## src/pll_sel_pkg.sv

```systemverilog
// Shared constants, types and register layout for the PLL input selector.
package pll_sel_pkg;

    // ====================================================================
    // Sizes
    localparam int NUM_PLL  = 3;
    localparam int NUM_MON  = 4;
    localparam int NUM_SRC  = 6;
    localparam int SLOT_W   = 3;
    localparam int NUM_SLOT = 6;
    localparam int PRIO_W   = NUM_SLOT * SLOT_W;
    localparam int THIRD    = 2;

    // ====================================================================
    // Sources and modes
    typedef enum logic [2:0] {
        SRC_IN0, SRC_IN1, SRC_IN2, SRC_REF, SRC_CMOS_A, SRC_CMOS_B
    } src_t;
    localparam logic [2:0] SLOT_EMPTY    = 3'h7;
    localparam logic [2:0] SRC_LIMIT     = 3'h6;
    localparam logic [2:0] SHARED_LIMIT  = 3'h4;

    typedef enum logic [1:0] {
        MODE_FREERUN, MODE_ACQUIRE, MODE_LOCKED, MODE_HOLDOVER
    } pll_mode_t;

    // ====================================================================
    // Register map, byte addresses
    localparam int          ADDR_W     = 6;
    localparam logic [5:0]  CTRL_OFS   = 6'h00;
    localparam logic [5:0]  PRIO_OFS   = 6'h0c;
    localparam logic [5:0]  CFG_OFS    = 6'h18;
    localparam logic [5:0]  STAT_OFS   = 6'h1c;
    localparam logic [5:0]  MON_OFS    = 6'h20;
    localparam logic [5:0]  WORD_STEP  = 6'h04;

    typedef struct packed {
        src_t manual_sel;
        logic fastlock_en;
        logic ramp_en;
        logic hitless_en;
        logic revertive;
        logic auto_mode;
    } pll_cfg_t;

    typedef struct packed {
        logic [5:0] ramp_rate;
        logic       cmos_b_used;
        logic       cmos_a_used;
        logic       xtal_ext_clk;
    } dev_cfg_t;

    typedef struct packed {
        logic      lock_loss;
        pll_mode_t mode;
        src_t      sel;
    } pll_status_t;

    typedef struct packed {
        src_t      sel;
        pll_mode_t mode;
        logic      hitless_absorb;
        logic      phase_pass;
        logic      ramp_active;
        logic      fastlock_bw;
        logic      lock_loss;
    } pll_out_t;

    localparam pll_cfg_t          CTRL_RST  = 8'h00;
    localparam logic [PRIO_W-1:0] PRIO_RST  = 18'h3f688;
    localparam dev_cfg_t          CFG_RST   = 9'h000;
    localparam logic [5:0]        RAMP_MAX  = 6'h27;

    // ====================================================================
    // Timing
    localparam int CLK_HZ        = 20_000_000;
    localparam int LOL_CLEAR_US  = 10;
    localparam int LOL_CLEAR_CYC = LOL_CLEAR_US * (CLK_HZ / 1_000_000);

endpackage : pll_sel_pkg

```

## src/priority_picker.sv

```systemverilog
// Picks the first eligible source from a per-PLL priority list.
`timescale 1ns/1ps
`default_nettype none
module priority_picker
    import pll_sel_pkg::*;
(
    input  wire logic [PRIO_W-1:0]  prio,
    input  wire logic [NUM_SRC-1:0] eligible,
    output var  logic               found,
    output var  src_t               best
);
    logic [SLOT_W-1:0] slot;

    // Walk from the highest slot downward so slot 0 is the last, winning write.
    always_comb begin
        found = 1'b0;
        best  = SRC_IN0;
        slot  = SLOT_EMPTY;
        for (int i = NUM_SLOT - 1; i >= 0; i--) begin
            slot = prio[i*SLOT_W +: SLOT_W];
            if (slot < SRC_LIMIT && eligible[slot]) begin
                found = 1'b1;
                best  = src_t'(slot);
            end
        end
    end
endmodule : priority_picker
`default_nettype wire

```

## src/lock_loss_monitor.sv

```systemverilog
// Loss-of-lock indicator for one PLL with a set/clear hysteresis timer.
`timescale 1ns/1ps
`default_nettype none
module lock_loss_monitor
    import pll_sel_pkg::*;
#(
    parameter int CLEAR_CYC = LOL_CLEAR_CYC
) (
    input  wire logic sys_clk,
    input  wire logic sys_rst,
    input  wire logic tracking,
    input  wire logic switch_evt,
    input  wire logic set_cond,
    input  wire logic clear_cond,
    output var  logic lock_loss_ff
);
    localparam int CW = $clog2(CLEAR_CYC + 1);
    logic [CW-1:0] clr_cnt_ff;

    // Clearing needs the tight threshold held for the whole timer, so lock
    // indication does not chatter while pull-in finishes.
    always_ff @(posedge sys_clk) begin
        if (sys_rst) begin
            lock_loss_ff <= 1'b1;
            clr_cnt_ff   <= '0;
        end else if (!tracking || switch_evt || set_cond) begin
            lock_loss_ff <= 1'b1;
            clr_cnt_ff   <= '0;
        end else if (!clear_cond) begin
            clr_cnt_ff   <= '0;
        end else if (clr_cnt_ff == CW'(CLEAR_CYC - 1)) begin
            lock_loss_ff <= 1'b0;
        end else begin
            clr_cnt_ff   <= clr_cnt_ff + 1'b1;
        end
    end
endmodule : lock_loss_monitor
`default_nettype wire

```

## src/pll_input_selector.sv

```systemverilog
// Input selection, qualification and switching control for three PLLs.
`timescale 1ns/1ps
`default_nettype none
module pll_input_selector
    import pll_sel_pkg::*;
#(
    parameter int LOL_CLEAR = LOL_CLEAR_CYC
) (
    input  wire logic                sys_clk,
    input  wire logic                sys_rst,
    // Avalon-MM slave.
    input  wire logic [ADDR_W-1:0]   avs_address,
    input  wire logic                avs_read,
    input  wire logic                avs_write,
    input  wire logic [31:0]         avs_writedata,
    output var  logic [31:0]         avs_readdata,
    output var  logic                avs_waitrequest,
    // Monitor results: index 0..2 shared inputs, 3 accuracy reference.
    input  wire logic [NUM_MON-1:0]  signal_loss_flag,
    input  wire logic [NUM_MON-1:0]  frequency_range_fault_flag,
    input  wire logic                crystal_loss_flag,
    // Activity of cmos_only_input_a (bit 0) and cmos_only_input_b (bit 1).
    input  wire logic [1:0]          cmos_loss_flag,
    // Phase detector frequency comparisons per PLL.
    input  wire logic [NUM_PLL-1:0]  lol_set_cond,
    input  wire logic [NUM_PLL-1:0]  lol_clear_cond,
    output var  pll_out_t            pll_ctl [NUM_PLL],
    output var  logic                crystal_ext_clk_mode,
    output var  logic                crystal_load_cap_en,
    output var  logic [5:0]          ramp_rate_code
);

    // ====================================================================
    // Register storage
    pll_cfg_t          ctrl_ff [NUM_PLL];
    logic [PRIO_W-1:0] prio_ff [NUM_PLL];
    dev_cfg_t          cfg_ff;
    pll_status_t       stat_w  [NUM_PLL];
    logic [31:0]       nxt_readdata;
    logic              req;
    logic              fire;

    assign req  = avs_read || avs_write;
    assign fire = req && !avs_waitrequest;

    // ====================================================================
    // Bus handshake
    // One wait state: the request is seen with waitrequest high, the read
    // word is captured, and waitrequest drops for exactly one cycle.
    always_ff @(posedge sys_clk) begin
        if (sys_rst) begin
            avs_waitrequest <= 1'b1;
        end else if (req && avs_waitrequest) begin
            avs_waitrequest <= 1'b0;
        end else begin
            avs_waitrequest <= 1'b1;
        end
    end

    always_ff @(posedge sys_clk) begin
        if (sys_rst) begin
            avs_readdata <= '0;
        end else if (avs_read && avs_waitrequest) begin
            avs_readdata <= nxt_readdata;
        end
    end

    // ====================================================================
    // Read decode
    always_comb begin
        nxt_readdata = '0;
        if (avs_address == CFG_OFS) begin
            nxt_readdata = {23'h000000, cfg_ff};
        end else if (avs_address == STAT_OFS) begin
            nxt_readdata = {14'h0000, stat_w[2], stat_w[1], stat_w[0]};
        end else if (avs_address == MON_OFS) begin
            nxt_readdata = {23'h000000, crystal_loss_flag,
                            frequency_range_fault_flag, signal_loss_flag};
        end else begin
            for (int n = 0; n < NUM_PLL; n++) begin
                if (avs_address == CTRL_OFS + ADDR_W'(n) * WORD_STEP) begin
                    nxt_readdata = {24'h000000, ctrl_ff[n]};
                end
                if (avs_address == PRIO_OFS + ADDR_W'(n) * WORD_STEP) begin
                    nxt_readdata = {14'h0000, prio_ff[n]};
                end
            end
        end
    end

    // ====================================================================
    // Register writes
    always_ff @(posedge sys_clk) begin
        if (sys_rst) begin
            for (int n = 0; n < NUM_PLL; n++) begin
                ctrl_ff[n] <= CTRL_RST;
                prio_ff[n] <= PRIO_RST;
            end
        end else if (fire && avs_write) begin
            for (int n = 0; n < NUM_PLL; n++) begin
                if (avs_address == CTRL_OFS + ADDR_W'(n) * WORD_STEP) begin
                    ctrl_ff[n] <= pll_cfg_t'(avs_writedata[7:0]);
                end
                if (avs_address == PRIO_OFS + ADDR_W'(n) * WORD_STEP) begin
                    prio_ff[n] <= avs_writedata[PRIO_W-1:0];
                end
            end
        end
    end

    // Rates past the last table entry are clamped to the fastest one.
    always_ff @(posedge sys_clk) begin
        if (sys_rst) begin
            cfg_ff <= CFG_RST;
        end else if (fire && avs_write && avs_address == CFG_OFS) begin
            cfg_ff <= dev_cfg_t'(avs_writedata[8:0]);
            if (avs_writedata[8:3] > RAMP_MAX) begin
                cfg_ff.ramp_rate <= RAMP_MAX;
            end
        end
    end

    // ====================================================================
    // Device-wide outputs
    always_ff @(posedge sys_clk) begin
        if (sys_rst) begin
            crystal_ext_clk_mode <= 1'b0;
            crystal_load_cap_en  <= 1'b1;
            ramp_rate_code       <= '0;
        end else begin
            crystal_ext_clk_mode <= cfg_ff.xtal_ext_clk;
            crystal_load_cap_en  <= !cfg_ff.xtal_ext_clk;
            ramp_rate_code       <= cfg_ff.ramp_rate;
        end
    end

    // ====================================================================
    // Source qualification shared by all PLLs
    // Gapped-clock tolerance lives in the monitors themselves, so a valid
    // gapped source arrives here with clean flags and stays eligible.
    logic [NUM_SRC-1:0] mon_ok;
    logic               both_cmos;

    assign both_cmos = cfg_ff.cmos_a_used && cfg_ff.cmos_b_used;

    always_comb begin
        mon_ok = '0;
        for (int i = 0; i < NUM_MON; i++) begin
            mon_ok[i] = !signal_loss_flag[i]
                        && !frequency_range_fault_flag[i];
        end
        // The CMOS pins have no loss or range monitor of their own; their
        // activity only feeds holdover when a single one is in use.
        mon_ok[SRC_CMOS_A] = cfg_ff.cmos_a_used
                             && (both_cmos || !cmos_loss_flag[0]);
        mon_ok[SRC_CMOS_B] = cfg_ff.cmos_b_used
                             && (both_cmos || !cmos_loss_flag[1]);
    end

    // ====================================================================
    // Per-PLL selection state machine
    for (genvar g = 0; g < NUM_PLL; g++) begin : g_pll
        logic [NUM_SRC-1:0] avail;
        logic               auto_ok;
        logic               man_legal;
        logic               found;
        src_t               best;
        src_t               target;
        logic               target_ok;
        logic               do_switch;
        src_t               sel_ff;
        pll_mode_t          mode_ff;
        pll_mode_t          nxt_mode;
        logic               history_ff;
        logic               hitless_ff;
        logic               ramp_ff;
        logic               switch_ff;
        logic               lock_loss_flag;

        // Only the third PLL reaches the CMOS-only pins.
        always_comb begin
            avail = mon_ok;
            if (g != THIRD) begin
                avail[SRC_CMOS_A] = 1'b0;
                avail[SRC_CMOS_B] = 1'b0;
            end
        end

        assign auto_ok   = ctrl_ff[g].auto_mode
                           && !(g == THIRD && both_cmos);
        assign man_legal = ctrl_ff[g].manual_sel < SRC_LIMIT
                           && avail[ctrl_ff[g].manual_sel];

        priority_picker u_pick (
            .prio     (prio_ff[g]),
            .eligible (avail),
            .found    (found),
            .best     (best)
        );

        // Non-revertive keeps a still-good current input even when a better
        // one returns, which avoids a second phase hit after a fault clears.
        always_comb begin
            if (!auto_ok) begin
                target    = ctrl_ff[g].manual_sel;
                target_ok = man_legal;
            end else if (!ctrl_ff[g].revertive
                         && mode_ff inside {MODE_ACQUIRE, MODE_LOCKED}
                         && avail[sel_ff]) begin
                target    = sel_ff;
                target_ok = 1'b1;
            end else begin
                target    = best;
                target_ok = found;
            end
        end

        assign do_switch = target_ok && target != sel_ff;

        always_comb begin
            nxt_mode = mode_ff;
            case (mode_ff)
                MODE_FREERUN, MODE_HOLDOVER: begin
                    if (target_ok) begin
                        nxt_mode = MODE_ACQUIRE;
                    end
                end
                MODE_ACQUIRE, MODE_LOCKED: begin
                    if (!target_ok) begin
                        nxt_mode = history_ff ? MODE_HOLDOVER
                                              : MODE_FREERUN;
                    end else if (do_switch) begin
                        nxt_mode = MODE_ACQUIRE;
                    end else if (mode_ff == MODE_ACQUIRE && !lock_loss_flag) begin
                        nxt_mode = MODE_LOCKED;
                    end
                end
                default: nxt_mode = MODE_FREERUN;
            endcase
        end

        always_ff @(posedge sys_clk) begin
            if (sys_rst) begin
                mode_ff   <= MODE_FREERUN;
                sel_ff    <= SRC_IN0;
                switch_ff <= 1'b0;
            end else begin
                mode_ff   <= nxt_mode;
                switch_ff <= do_switch;
                if (do_switch) begin
                    sel_ff <= target;
                end
            end
        end

        // Averaged frequency history exists once the loop has been locked.
        always_ff @(posedge sys_clk) begin
            if (sys_rst) begin
                history_ff <= 1'b0;
            end else if (mode_ff == MODE_LOCKED) begin
                history_ff <= 1'b1;
            end
        end

        // Absorbing the phase step is only possible between two monitored,
        // frequency-locked inputs, and the CMOS pins are never among them.
        always_ff @(posedge sys_clk) begin
            if (sys_rst) begin
                hitless_ff <= 1'b0;
            end else if (do_switch) begin
                hitless_ff <= ctrl_ff[g].hitless_en
                              && mode_ff == MODE_LOCKED
                              && target < SHARED_LIMIT
                              && sel_ff < SHARED_LIMIT;
            end else if (nxt_mode == MODE_LOCKED) begin
                hitless_ff <= 1'b0;
            end
        end

        // Ramping covers both a fresh switch and leaving holdover.
        always_ff @(posedge sys_clk) begin
            if (sys_rst) begin
                ramp_ff <= 1'b0;
            end else if (nxt_mode == MODE_ACQUIRE && mode_ff != MODE_FREERUN
                         && (do_switch || mode_ff == MODE_HOLDOVER)) begin
                ramp_ff <= ctrl_ff[g].ramp_en;
            end else if (nxt_mode != MODE_ACQUIRE) begin
                ramp_ff <= 1'b0;
            end
        end

        lock_loss_monitor #(
            .CLEAR_CYC (LOL_CLEAR)
        ) u_lol (
            .sys_clk      (sys_clk),
            .sys_rst      (sys_rst),
            .tracking     (mode_ff == MODE_ACQUIRE || mode_ff == MODE_LOCKED),
            .switch_evt   (switch_ff),
            .set_cond     (lol_set_cond[g]),
            .clear_cond   (lol_clear_cond[g]),
            .lock_loss_ff (lock_loss_flag)
        );

        assign stat_w[g] = '{lock_loss: lock_loss_flag, mode: mode_ff, sel: sel_ff};

        // The controls are registered copies so the loop sees one clean
        // update per cycle; output edges stay glitch-free across a switch.
        always_ff @(posedge sys_clk) begin
            if (sys_rst) begin
                pll_ctl[g] <= '{sel: SRC_IN0, mode: MODE_FREERUN,
                                hitless_absorb: 1'b0, phase_pass: 1'b0,
                                ramp_active: 1'b0, fastlock_bw: 1'b0,
                                lock_loss: 1'b1};
            end else begin
                pll_ctl[g].sel            <= sel_ff;
                pll_ctl[g].mode           <= mode_ff;
                pll_ctl[g].hitless_absorb <= hitless_ff;
                pll_ctl[g].phase_pass     <= mode_ff == MODE_ACQUIRE
                                             && !hitless_ff;
                pll_ctl[g].ramp_active    <= ramp_ff;
                pll_ctl[g].fastlock_bw    <= ctrl_ff[g].fastlock_en
                                             && mode_ff == MODE_ACQUIRE;
                pll_ctl[g].lock_loss      <= lock_loss_flag;
            end
        end
    end

endmodule : pll_input_selector
`default_nettype wire

```

## config.mk

```make
export PLATFORM = sky130hd
export DESIGN_NAME = pll_input_selector
export DESIGN_NICKNAME = d
export VERILOG_FILES = /design/src/pll_sel_pkg.sv /design/src/priority_picker.sv /design/src/lock_loss_monitor.sv /design/src/pll_input_selector.sv
export SDC_FILE = /design/constraint.sdc
export NUM_CORES = 1
export LEC_CHECK = 0
export BUFFER_PORTS_ARGS = -buffer_cell sky130_fd_sc_hd__buf_2
export CORE_ASPECT_RATIO = 1.4
export CORE_MARGIN = 4
export CORE_UTILIZATION = 61
export CTS_BUF_LIST = sky130_fd_sc_hd__clkbuf_8
export CTS_CLUSTER_SIZE = 20
export DETAILED_ROUTE_END_ITERATION = 16
export PLACE_DENSITY = 0.89
export SYNTH_ARGS = -nofsm -noshare
export SYNTH_HDL_FRONTEND = slang
export SYNTH_SLANG_ARGS = --single-unit
```

## constraint.sdc

```tcl
create_clock -name sys_clk -period 3.9 [get_ports sys_clk]
set_input_delay 0.78 -clock sys_clk [delete_from_list [all_inputs] [get_ports sys_clk]]
set_output_delay 0.78 -clock sys_clk [all_outputs]
set_load 0.01 [all_outputs]
```

==> results of run 1 <==
==> critical path, cell delays in order (launching register included) <==
cell and delay, ns:
dfxtp_1 0.47, inv_1 0.12, ha_1 0.34, inv_1 0.10, or3_1 0.41, or3b_2 0.47
a31oi_1 0.19, a221o_1 0.19, xor2_1 0.30, nor3_2 0.10, a221oi_1 0.48, o211ai_1 0.13
o31ai_1 0.08
==> kinds of logic (layout without fill, tap and decap cells) <==
group	after synthesis	in the layout	share of synthesized area, %
flip-flops	198	198	44.6
multiplexers	59	59	8.06
AO/OA/AOI/OAI	273	273	18.8
other	1	14	0.0352
AND/OR/NAND/NOR	397	397	19.4
adder cells (fa/ha/maj)	15	15	1.76
buffers and inverters	117	225	4.95
XOR/XNOR	29	29	2.39
==> report_power, final <==
| part | total [µW] | internal, µW | switching [µW] |
|---|---|---|---|
| sequential | 2270 | 2200 | 68.0 |
| clock | 1280 | 520 | 763 |
| combinational | 576 | 234 | 341 |
==> sequential cells by signal, indices dropped and copies added (netlist names) <==
| register | flops |
|---|---|
| prio_ff | 54 |
| pll_ctl | 30 |
| ctrl_ff | 24 |
| g_pll.u_lol.clr_cnt_ff | 24 |
| avs_readdata | 18 |
| cfg_ff | 9 |
| g_pll.sel_ff | 9 |
| g_pll.mode_ff | 6 |
| ramp_rate_code | 6 |
| g_pll.history_ff | 3 |
| g_pll.hitless_ff | 3 |
| g_pll.ramp_ff | 3 |
| g_pll.switch_ff | 3 |
| g_pll.u_lol.lock_loss_ff | 3 |
| avs_waitrequest | 1 |
| crystal_ext_clk_mode | 1 |
| crystal_load_cap_en | 1 |
==> layout make-up <==
cell class,count,area [µm²]
Clock buffer,17,234
Timing Repair Buffer,155,948
Fill cell,1250,5030
Sequential cell,198,4740
Multi-Input combinational cell,787,5430
Inverter,38,143
Clock inverter,15,141
Tap cell,232,290
==> stage by stage <==
| stage | cells | instance area, µm² | total power, µW |
|---|---|---|---|
| 6_report | 1442 | 11900 | 4130 |
| 5_1_grt | 1442 | 11900 | 4260 |
| 4_1_cts | 1442 | 11900 | 4110 |
| 3_5_place_dp | 1410 | 11600 | 2870 |
| 3_3_place_gp | 1410 | 11600 | 2850 |
| 2_1_floorplan | 1102 | 10700 | 2660 |
==> placed cells by master, fill, tap and decap left out, types with 29 or more instances in the layout <==
master    count
buf_4        51
a21oi_1      43
dfxtp_1     120
buf_2       101
edfxtp_1     78
mux2i_1      37
nor2b_1      34
a22oi_1      29
o21ai_0      51
nor2_1      100
nand2_1      75
nor3_1       35
inv_1        36
==> worst paths after layout <==
kind / from / endpoint / slack [ns] / cells after the start
max: g_pll[1].mode_ff[0] / g_pll[1].hitless_ff / 0.44 / 12
min: g_pll[1].hitless_ff / pll_ctl[13] / 0.42 / 1
max reg2reg: g_pll[1].mode_ff[0] / g_pll[1].hitless_ff / 0.44 / 12
min reg2reg: g_pll[1].hitless_ff / pll_ctl[13] / 0.42 / 1
==> per-layer routing <==
layer	routed length [µm]	vias to the layer above	track usage (%)
met1	10700	4400	38.0
li1	-	4210	-
met4	2310	0	19.6
met2	14700	699	52.6
met3	3380	185	6.34
met5	0	-	0
==> impl_metrics.prom, run 1 <==
# TYPE chip_impl_metric gauge
chip_impl_metric{name="portBuffers",unit=""} 101
chip_impl_metric{name="globalRouteTotalUtil",unit="%"} 31.7
chip_impl_metric{name="worst-endpoint-required",unit="ns"} 4.29
chip_impl_info{name="setup_repair_after_global_routing_missed_its_margin",value="no"} 1
chip_impl_metric{name="final_period_minus_worst_setup_slack",unit="ns"} 3.46
chip_impl_metric{name="cts_repair_resize_count",unit=""} 0
chip_impl_metric{name="finalHoldViolCount",unit=""} 0
chip_impl_info{name="tritoncts",value="yes"} 1
chip_impl_metric{name="synth_cell_type_count",unit=""} 92
chip_impl_metric{name="clock_latency",unit="ns"} 0.48
chip_impl_metric{name="timing.final.crit_share",unit="%"} 88.8
chip_impl_metric{name="placer_congestion_estimate",unit=""} 0.951
chip_impl_metric{name="max_slew.worst_pin.slew",unit="ns"} 1.14
chip_impl_metric{name="max-clock-path-buffers",unit=""} 2
chip_impl_metric{name="fin_worst_hold_slack",unit="ns"} 0.418
chip_impl_metric{name="clkSlewWorstSetupHoldPaths",unit="ns"} 0.09
chip_impl_metric{name="syn-cell-area",unit="µm²"} 10600
chip_impl_metric{name="via_count_of_the_first_global_routing_pass",unit=""} 9028
chip_impl_info{name="status",value="finished, final reports clean"} 1
chip_impl_metric{name="vias",unit=""} 9494
chip_impl_metric{name="maxClockFrequency",unit="MHz"} 289
chip_impl_info{name="post-synth-top-count-cell",value="dfxtp_1"} 1
chip_impl_metric{name="ys.warnings.count",unit=""} 0
chip_impl_metric{name="cts.htree.levels",unit=""} 4
chip_impl_metric{name="grt_antenna_before_repair",unit=""} 0
chip_impl_metric{name="ys_ff_latch",unit=""} 198
chip_impl_metric{name="wire_per_inst",unit="µm"} 21.6
chip_impl_metric{name="finalWorstSetupSlack",unit="ns"} 0.438
chip_impl_metric{name="pre_cts_slack",unit="ns"} 0.0881
chip_impl_metric{name="vdd_drop_max",unit="µV"} 230
chip_impl_metric{name="fin_worst_skew",unit="ns"} 0.0189
chip_impl_metric{name="drive_gt1_share",unit="%"} 20.2
chip_impl_metric{name="final_core_utilization",unit="%"} 70.4
chip_impl_metric{name="detail_route.drc_violations",unit=""} 0
chip_impl_metric{name="power.static_leakage",unit="µW"} 0.00462
chip_impl_metric{name="synth.avg_cell_area",unit="µm²"} 9.78
chip_impl_metric{name="rows",unit=""} 56
chip_impl_metric{name="finalNetCount",unit=""} 1271
chip_impl_info{name="ys_top_cells_by_area",value="dfxtp_1 23%, edfxtp_1 22%, mux4_2 4.4%, nor2_1 3.5%, mux2i_1 3.5%"} 1
chip_impl_metric{name="numCtsBuffers",unit=""} 17
chip_impl_info{name="synth_area_leader_cell",value="dfxtp_1"} 1
chip_impl_info{name="synth.cells.most_frequent",value="120 x dfxtp_1, 100 x nor2_1, 78 x edfxtp_1"} 1
chip_impl_metric{name="report.final.slew_viol_count",unit=""} 0
chip_impl_metric{name="synth_cells",unit=""} 1089
chip_impl_metric{name="holdBufCountCts",unit=""} 0
chip_impl_metric{name="async_reset_ff_share",unit="%"} 0
chip_impl_metric{name="coreArea",unit="µm²"} 17000
chip_impl_metric{name="routed_via_density",unit=""} 6.58
chip_impl_metric{name="synth_edf_count",unit=""} 78
chip_impl_info{name="synth_ff_type",value="dfxtp_1"} 1
chip_impl_metric{name="syn2layout_area_growth",unit="%"} 12.1
chip_impl_metric{name="clock_sinks",unit=""} 198
chip_impl_metric{name="power.density_cell_area",unit="nW/µm²"} 346
chip_impl_metric{name="grt_first_pass_wirelength",unit="µm"} 48300
chip_impl_metric{name="die_h",unit="µm"} 164
chip_impl_metric{name="fin_tns_setup",unit="ns"} 0
chip_impl_metric{name="number_of_setup_violations_in_the_final_report",unit=""} 0
chip_impl_metric{name="postCtsSetupBuffers",unit=""} 0
chip_impl_info{name="crit_path_start_kind",value="flop"} 1
chip_impl_metric{name="maxSlewHeadroom",unit="%"} 22.7
chip_impl_metric{name="synth_top_area_share",unit="%"} 22.6
chip_impl_metric{name="drt_pre_antenna_iters",unit=""} 6
chip_impl_metric{name="count_of_nets_left_with_antenna_violations_after_detail_routing",unit=""} 0
chip_impl_info{name="worstSetupPathType",value="reg -> reg"} 1
chip_impl_metric{name="crit_fanout",unit=""} 6
chip_impl_metric{name="drtIter0Drc",unit=""} 1232
chip_impl_metric{name="count_of_pins_on_the_block_boundary",unit=""} 130
chip_impl_info{name="end_kind",value="flop"} 1
chip_impl_metric{name="pin_count_of_the_biggest_net_entering_global_routing",unit=""} 38
chip_impl_metric{name="chipWidth",unit="µm"} 120
chip_impl_metric{name="antennaDiodeCount",unit=""} 0
chip_impl_info{name="min_path_type",value="reg -> reg"} 1
chip_impl_metric{name="grt-ovfl-total",unit=""} 0
chip_impl_metric{name="finalWirelength",unit="µm"} 31200
chip_impl_metric{name="starting_density_of_the_core",unit="%"} 62.8
chip_impl_info{name="clock_tree.root_cell",value="clkbuf_8"} 1
chip_impl_metric{name="max_cap_viol",unit=""} 0
chip_impl_metric{name="timing.critical_path.arrival",unit="ns"} 3.85
chip_impl_metric{name="dp_hpwl",unit="µm"} 23400
chip_impl_metric{name="synth_sequential_area_ratio",unit="%"} 44.6
chip_impl_metric{name="dieArea",unit="µm²"} 19700
No activity file was read; power rests on OpenSTA's default activity.
==> inputs of run 2 (changes only) <==
- ABC_AREA: default -> 1
- CORE_UTILIZATION: 61 -> 60
- PLACE_DENSITY: 0.89 -> 0.88
- SLEW_MARGIN: default -> 0
==> run 2 against run 1 <==
- worst setup slack better by 0.45 ns
- clock power about the same
- flip-flop and latch count unchanged
- synthesized cell count up 17%
- first-iteration DRC count down 6.1%
- register-to-register slack better by 0.45 ns
- worst hold slack better by 0.0083 ns
- clock skew down 0.0016 ns
- count of clock-buffer cells in the layout up 3
- non-clock buffer count down 33
==> impl_metrics.prom, run 2 <==
# TYPE chip_impl_metric gauge
chip_impl_metric{name="min_delay_path_depth",unit=""} 1
chip_impl_info{name="setup.worst_path.end",value="g_pll[1].ramp_ff"} 1
chip_impl_info{name="synth.cells.most_frequent",value="270 x nand2_1, 186 x inv_1, 127 x nor2_1"} 1
chip_impl_metric{name="async_reset_ff_share",unit="%"} 0
chip_impl_metric{name="detail_route.drc_violations",unit=""} 0
chip_impl_metric{name="place_area",unit="µm²"} 10700
chip_impl_metric{name="post_synthesis_compound_gate_area_fraction",unit="%"} 16.0
chip_impl_metric{name="largest_reg_flops",unit=""} 54
chip_impl_metric{name="routed_via_density",unit=""} 5.78
chip_impl_metric{name="cts_repair_resize_count",unit=""} 0
chip_impl_metric{name="maxClockFrequency",unit="MHz"} 332
chip_impl_info{name="setup_repair_after_global_routing_missed_its_margin",value="no"} 1
chip_impl_info{name="highest_count_cells_in_the_layout_ignoring_fill_and_taps",value="270 x nand2_1, 186 x inv_1, 127 x nor2_1, 120 x dfxtp_1, 112 x a21oi_1"} 1
chip_impl_info{name="reg_top3",value="prio_ff x54, pll_ctl x30"} 1
chip_impl_metric{name="synth_top_area_share",unit="%"} 24.1
chip_impl_info{name="reg_to_reg_startpoint",value="g_pll[1].mode_ff[1]"} 1
chip_impl_info{name="crit_top_cell",value="nand2_1"} 1
chip_impl_metric{name="timing.final.crit_share",unit="%"} 77.3
chip_impl_metric{name="synth_simple_gate_area_share",unit="%"} 23.8
chip_impl_metric{name="synth_mux_area_share",unit="%"} 0
chip_impl_metric{name="worst-endpoint-required",unit="ns"} 4.33
chip_impl_metric{name="wire_per_inst",unit="µm"} 17.2
chip_impl_info{name="critical-path-top-delay-family",value="simple AND/OR/NAND/NOR gates"} 1
chip_impl_metric{name="coreArea",unit="µm²"} 16200
chip_impl_info{name="cpMaxStageDelayCell",value="dfxtp_1"} 1
chip_impl_metric{name="finalNetCount",unit=""} 1467
chip_impl_metric{name="syn2layout_area_growth",unit="%"} 11.2
chip_impl_metric{name="synthXorXnorAreaFrac",unit="%"} 0.704
chip_impl_metric{name="fin_tns_setup",unit="ns"} 0
chip_impl_info{name="worstSetupPathType",value="reg -> reg"} 1
chip_impl_metric{name="power.static_leakage",unit="µW"} 0.00496
chip_impl_metric{name="dieArea",unit="µm²"} 18700
chip_impl_info{name="synth_top_family_by_area",value="simple AND/OR/NAND/NOR gates"} 1
chip_impl_metric{name="drtIter0Drc",unit=""} 1157
chip_impl_metric{name="max_slew.worst_pin.slew",unit="ns"} 0.902
chip_impl_metric{name="grt-ovfl-total",unit=""} 0
chip_impl_metric{name="rows",unit=""} 55
chip_impl_info{name="layout.cells.most_common",value="nand2_1"} 1
chip_impl_metric{name="number_of_setup_violations_in_the_final_report",unit=""} 0
chip_impl_metric{name="grt_first_pass_wirelength",unit="µm"} 42800
chip_impl_metric{name="post_synth_fa_ha_maj_area_fraction",unit="%"} 1.89
chip_impl_metric{name="crit_path_depth",unit=""} 17
chip_impl_info{name="crit_start",value="g_pll[1].mode_ff[1]"} 1
chip_impl_metric{name="postLayoutCellArea",unit="µm²"} 11100
chip_impl_metric{name="reg2reg_setup_slack",unit="ns"} 0.88
chip_impl_metric{name="clock_latency",unit="ns"} 0.49
chip_impl_metric{name="synth_sequential_area_ratio",unit="%"} 47.7
chip_impl_metric{name="cts.htree.levels",unit=""} 4
chip_impl_metric{name="vdd_drop_max",unit="µV"} 186
chip_impl_metric{name="timing.critical_path.arrival",unit="ns"} 3.45
chip_impl_metric{name="antennaDiodeCount",unit=""} 0
chip_impl_metric{name="synth_cell_type_count",unit=""} 56
chip_impl_info{name="min_path_type",value="reg -> reg"} 1
chip_impl_metric{name="clkSlewWorstSetupHoldPaths",unit="ns"} 0.10
chip_impl_metric{name="count_of_pins_on_the_block_boundary",unit=""} 130
chip_impl_metric{name="globalRouteTotalUtil",unit="%"} 29.5
chip_impl_metric{name="ys_ff_latch",unit=""} 198
chip_impl_metric{name="placer_congestion_estimate",unit=""} 0.980
chip_impl_metric{name="dp_hpwl",unit="µm"} 21200
chip_impl_metric{name="maxSlewHeadroom",unit="%"} 39.4
chip_impl_metric{name="via_count_of_the_first_global_routing_pass",unit=""} 8487
chip_impl_info{name="synth_ff_type",value="dfxtp_1"} 1
chip_impl_metric{name="synth.avg_cell_area",unit="µm²"} 7.79
chip_impl_metric{name="chipWidth",unit="µm"} 117
chip_impl_metric{name="drive_gt1_share",unit="%"} 15.3
chip_impl_info{name="end_kind",value="flop"} 1
chip_impl_metric{name="report.final.slew_viol_count",unit=""} 0
chip_impl_metric{name="critical_path.max_stage_delay",unit="ns"} 0.42
chip_impl_metric{name="finalHoldViolCount",unit=""} 0
chip_impl_metric{name="final_period_minus_worst_setup_slack",unit="ns"} 3.02
chip_impl_metric{name="grt_antenna_before_repair",unit=""} 0
chip_impl_info{name="regMostFlops",value="prio_ff"} 1
chip_impl_metric{name="clock_sinks",unit=""} 198
chip_impl_metric{name="synth_cells",unit=""} 1278
chip_impl_info{name="ys_top_cells_by_area",value="dfxtp_1 24%, edfxtp_1 24%, nand2_1 10%, inv_1 7.0%, a21oi_1 5.6%"} 1
chip_impl_info{name="post-synth-top-count-cell",value="nand2_1"} 1
chip_impl_info{name="critical_path.cell_chain",value="inv_1, ha_1, inv_1, nor3_1, nand3_1, nand4_1, o41ai_2, nand2_1, inv_2, nand2_1, nand2_1, a21oi_1, nand2_2, nand2_2, nor2_4, nand2_1, nor2_1"} 1
chip_impl_info{name="hold_start",value="g_pll[1].hitless_ff"} 1
chip_impl_metric{name="die_h",unit="µm"} 160
chip_impl_info{name="crit_path_start_kind",value="flop"} 1
chip_impl_metric{name="vias",unit=""} 9271
chip_impl_metric{name="timing.critical_path.buf_inv",unit=""} 3
chip_impl_info{name="status",value="finished, final reports clean"} 1
chip_impl_metric{name="numCtsBuffers",unit=""} 17
chip_impl_metric{name="crit_fanout",unit=""} 5
chip_impl_metric{name="syn-cell-area",unit="µm²"} 9950
chip_impl_metric{name="finalWirelength",unit="µm"} 27600
chip_impl_metric{name="drt_pre_antenna_iters",unit=""} 7
chip_impl_metric{name="r2r.worst_path.cells",unit=""} 17
chip_impl_metric{name="max_cap_viol",unit=""} 0
chip_impl_metric{name="count_of_nets_left_with_antenna_violations_after_detail_routing",unit=""} 0
chip_impl_info{name="synth_area_leader_cell",value="dfxtp_1"} 1
chip_impl_metric{name="max-clock-path-buffers",unit=""} 2
chip_impl_metric{name="fin_worst_skew",unit="ns"} 0.0173
chip_impl_info{name="tritoncts",value="yes"} 1
chip_impl_metric{name="power.density_cell_area",unit="nW/µm²"} 368
chip_impl_info{name="r2r_end",value="g_pll[1].ramp_ff"} 1
chip_impl_metric{name="ys.warnings.count",unit=""} 0
chip_impl_metric{name="postCtsSetupBuffers",unit=""} 0
chip_impl_info{name="clock_tree.root_cell",value="clkbuf_8"} 1
chip_impl_metric{name="synth_edf_count",unit=""} 78
chip_impl_metric{name="pin_count_of_the_biggest_net_entering_global_routing",unit=""} 50
chip_impl_metric{name="portBuffers",unit=""} 101
chip_impl_metric{name="starting_density_of_the_core",unit="%"} 61.3
chip_impl_metric{name="holdBufCountCts",unit=""} 0
-- run 2: changes by cell type after synthesis, sizes merged, moves of 26 or more --
cell    change
nand3      +41
nor2b      -34
mux2i      -37
a211oi     -27
and2       -26
clkbuf     -29
nor2       +39
a21oi      +70
inv       +159
a22oi      -27
o21ai      +46
nand2     +208
-- run 2: power by group --
part           switching (µW)  total [µW]  internal (µW)
clock network             779        1290            515
registers                37.9        2240           2200
logic                     375         540            165
-- run 2: cells by family (layout without fill, tap and decap cells) --
family	after synthesis	in the layout
fa+ha+maj	15	15
compound gates	278	278
buf+inv	239	354
other cells	1	14
flops	198	198
xor+xnor	8	8
simple gates	539	539
-- run 2: worst min-delay path by stage --
| stage | slack [ns] | endpoint |
|---|---|---|
| 2_1_floorplan | 0.39 | pll_ctl[13] |
| 3_3_place_gp | 0.41 | pll_ctl[3] |
| 3_5_place_dp | 0.41 | pll_ctl[13] |
| 4_1_cts | 0.42 | pll_ctl[13] |
| 5_1_grt | 0.42 | pll_ctl[13] |
| 6_report | 0.43 | pll_ctl[13] |
-- run 2: worst reg2reg max path, cell delays in order, from the launching register on --
cell     delay [ns]
dfxtp_1        0.42
inv_1          0.18
ha_1           0.34
inv_1          0.14
nor3_1         0.07
nand3_1        0.22
nand4_1        0.24
o41ai_2        0.38
nand2_1        0.28
inv_2          0.15
nand2_1        0.08
nand2_1        0.07
a21oi_1        0.05
nand2_2        0.09
nand2_2        0.07
nor2_4         0.08
nand2_1        0.05
nor2_1         0.07
-- run 2: stage by stage --
stage | util (%) | setup slack [ns] | power [µW] | hold slack [ns] | cells
after floorplan | - | 0.399 | 2650 | 0.390 | 1291
after global placement | 65.7 | 0.545 | 2800 | 0.407 | 1573
after detailed placement | 65.7 | 0.505 | 2810 | 0.406 | 1573
after CTS | 68.1 | 1.00 | 4060 | 0.416 | 1605
after global routing | 68.1 | 0.688 | 4220 | 0.425 | 1605
final | 68.1 | 0.883 | 4080 | 0.426 | 1605
-- run 2: final cells by class --
cell class                 instances  area (µm²)
tap                              199         249
clock inverter                    12         114
inverter                         200         751
sequential                       198        4740
timing repair buffer             122         663
multi-input combinational        854        4270
clock buffer                      20         275
fill                            1326        5170
-- run 2: metal layers --
metal  vias to the layer above  GRT usage (%)  wire length (µm)
li1                       4430              -                 -
met2                       562           47.6             12800
met4                         0           15.1              1430
met3                       102           5.58              2970
met1                      4177           37.4             10400
met5                         -              0                 0
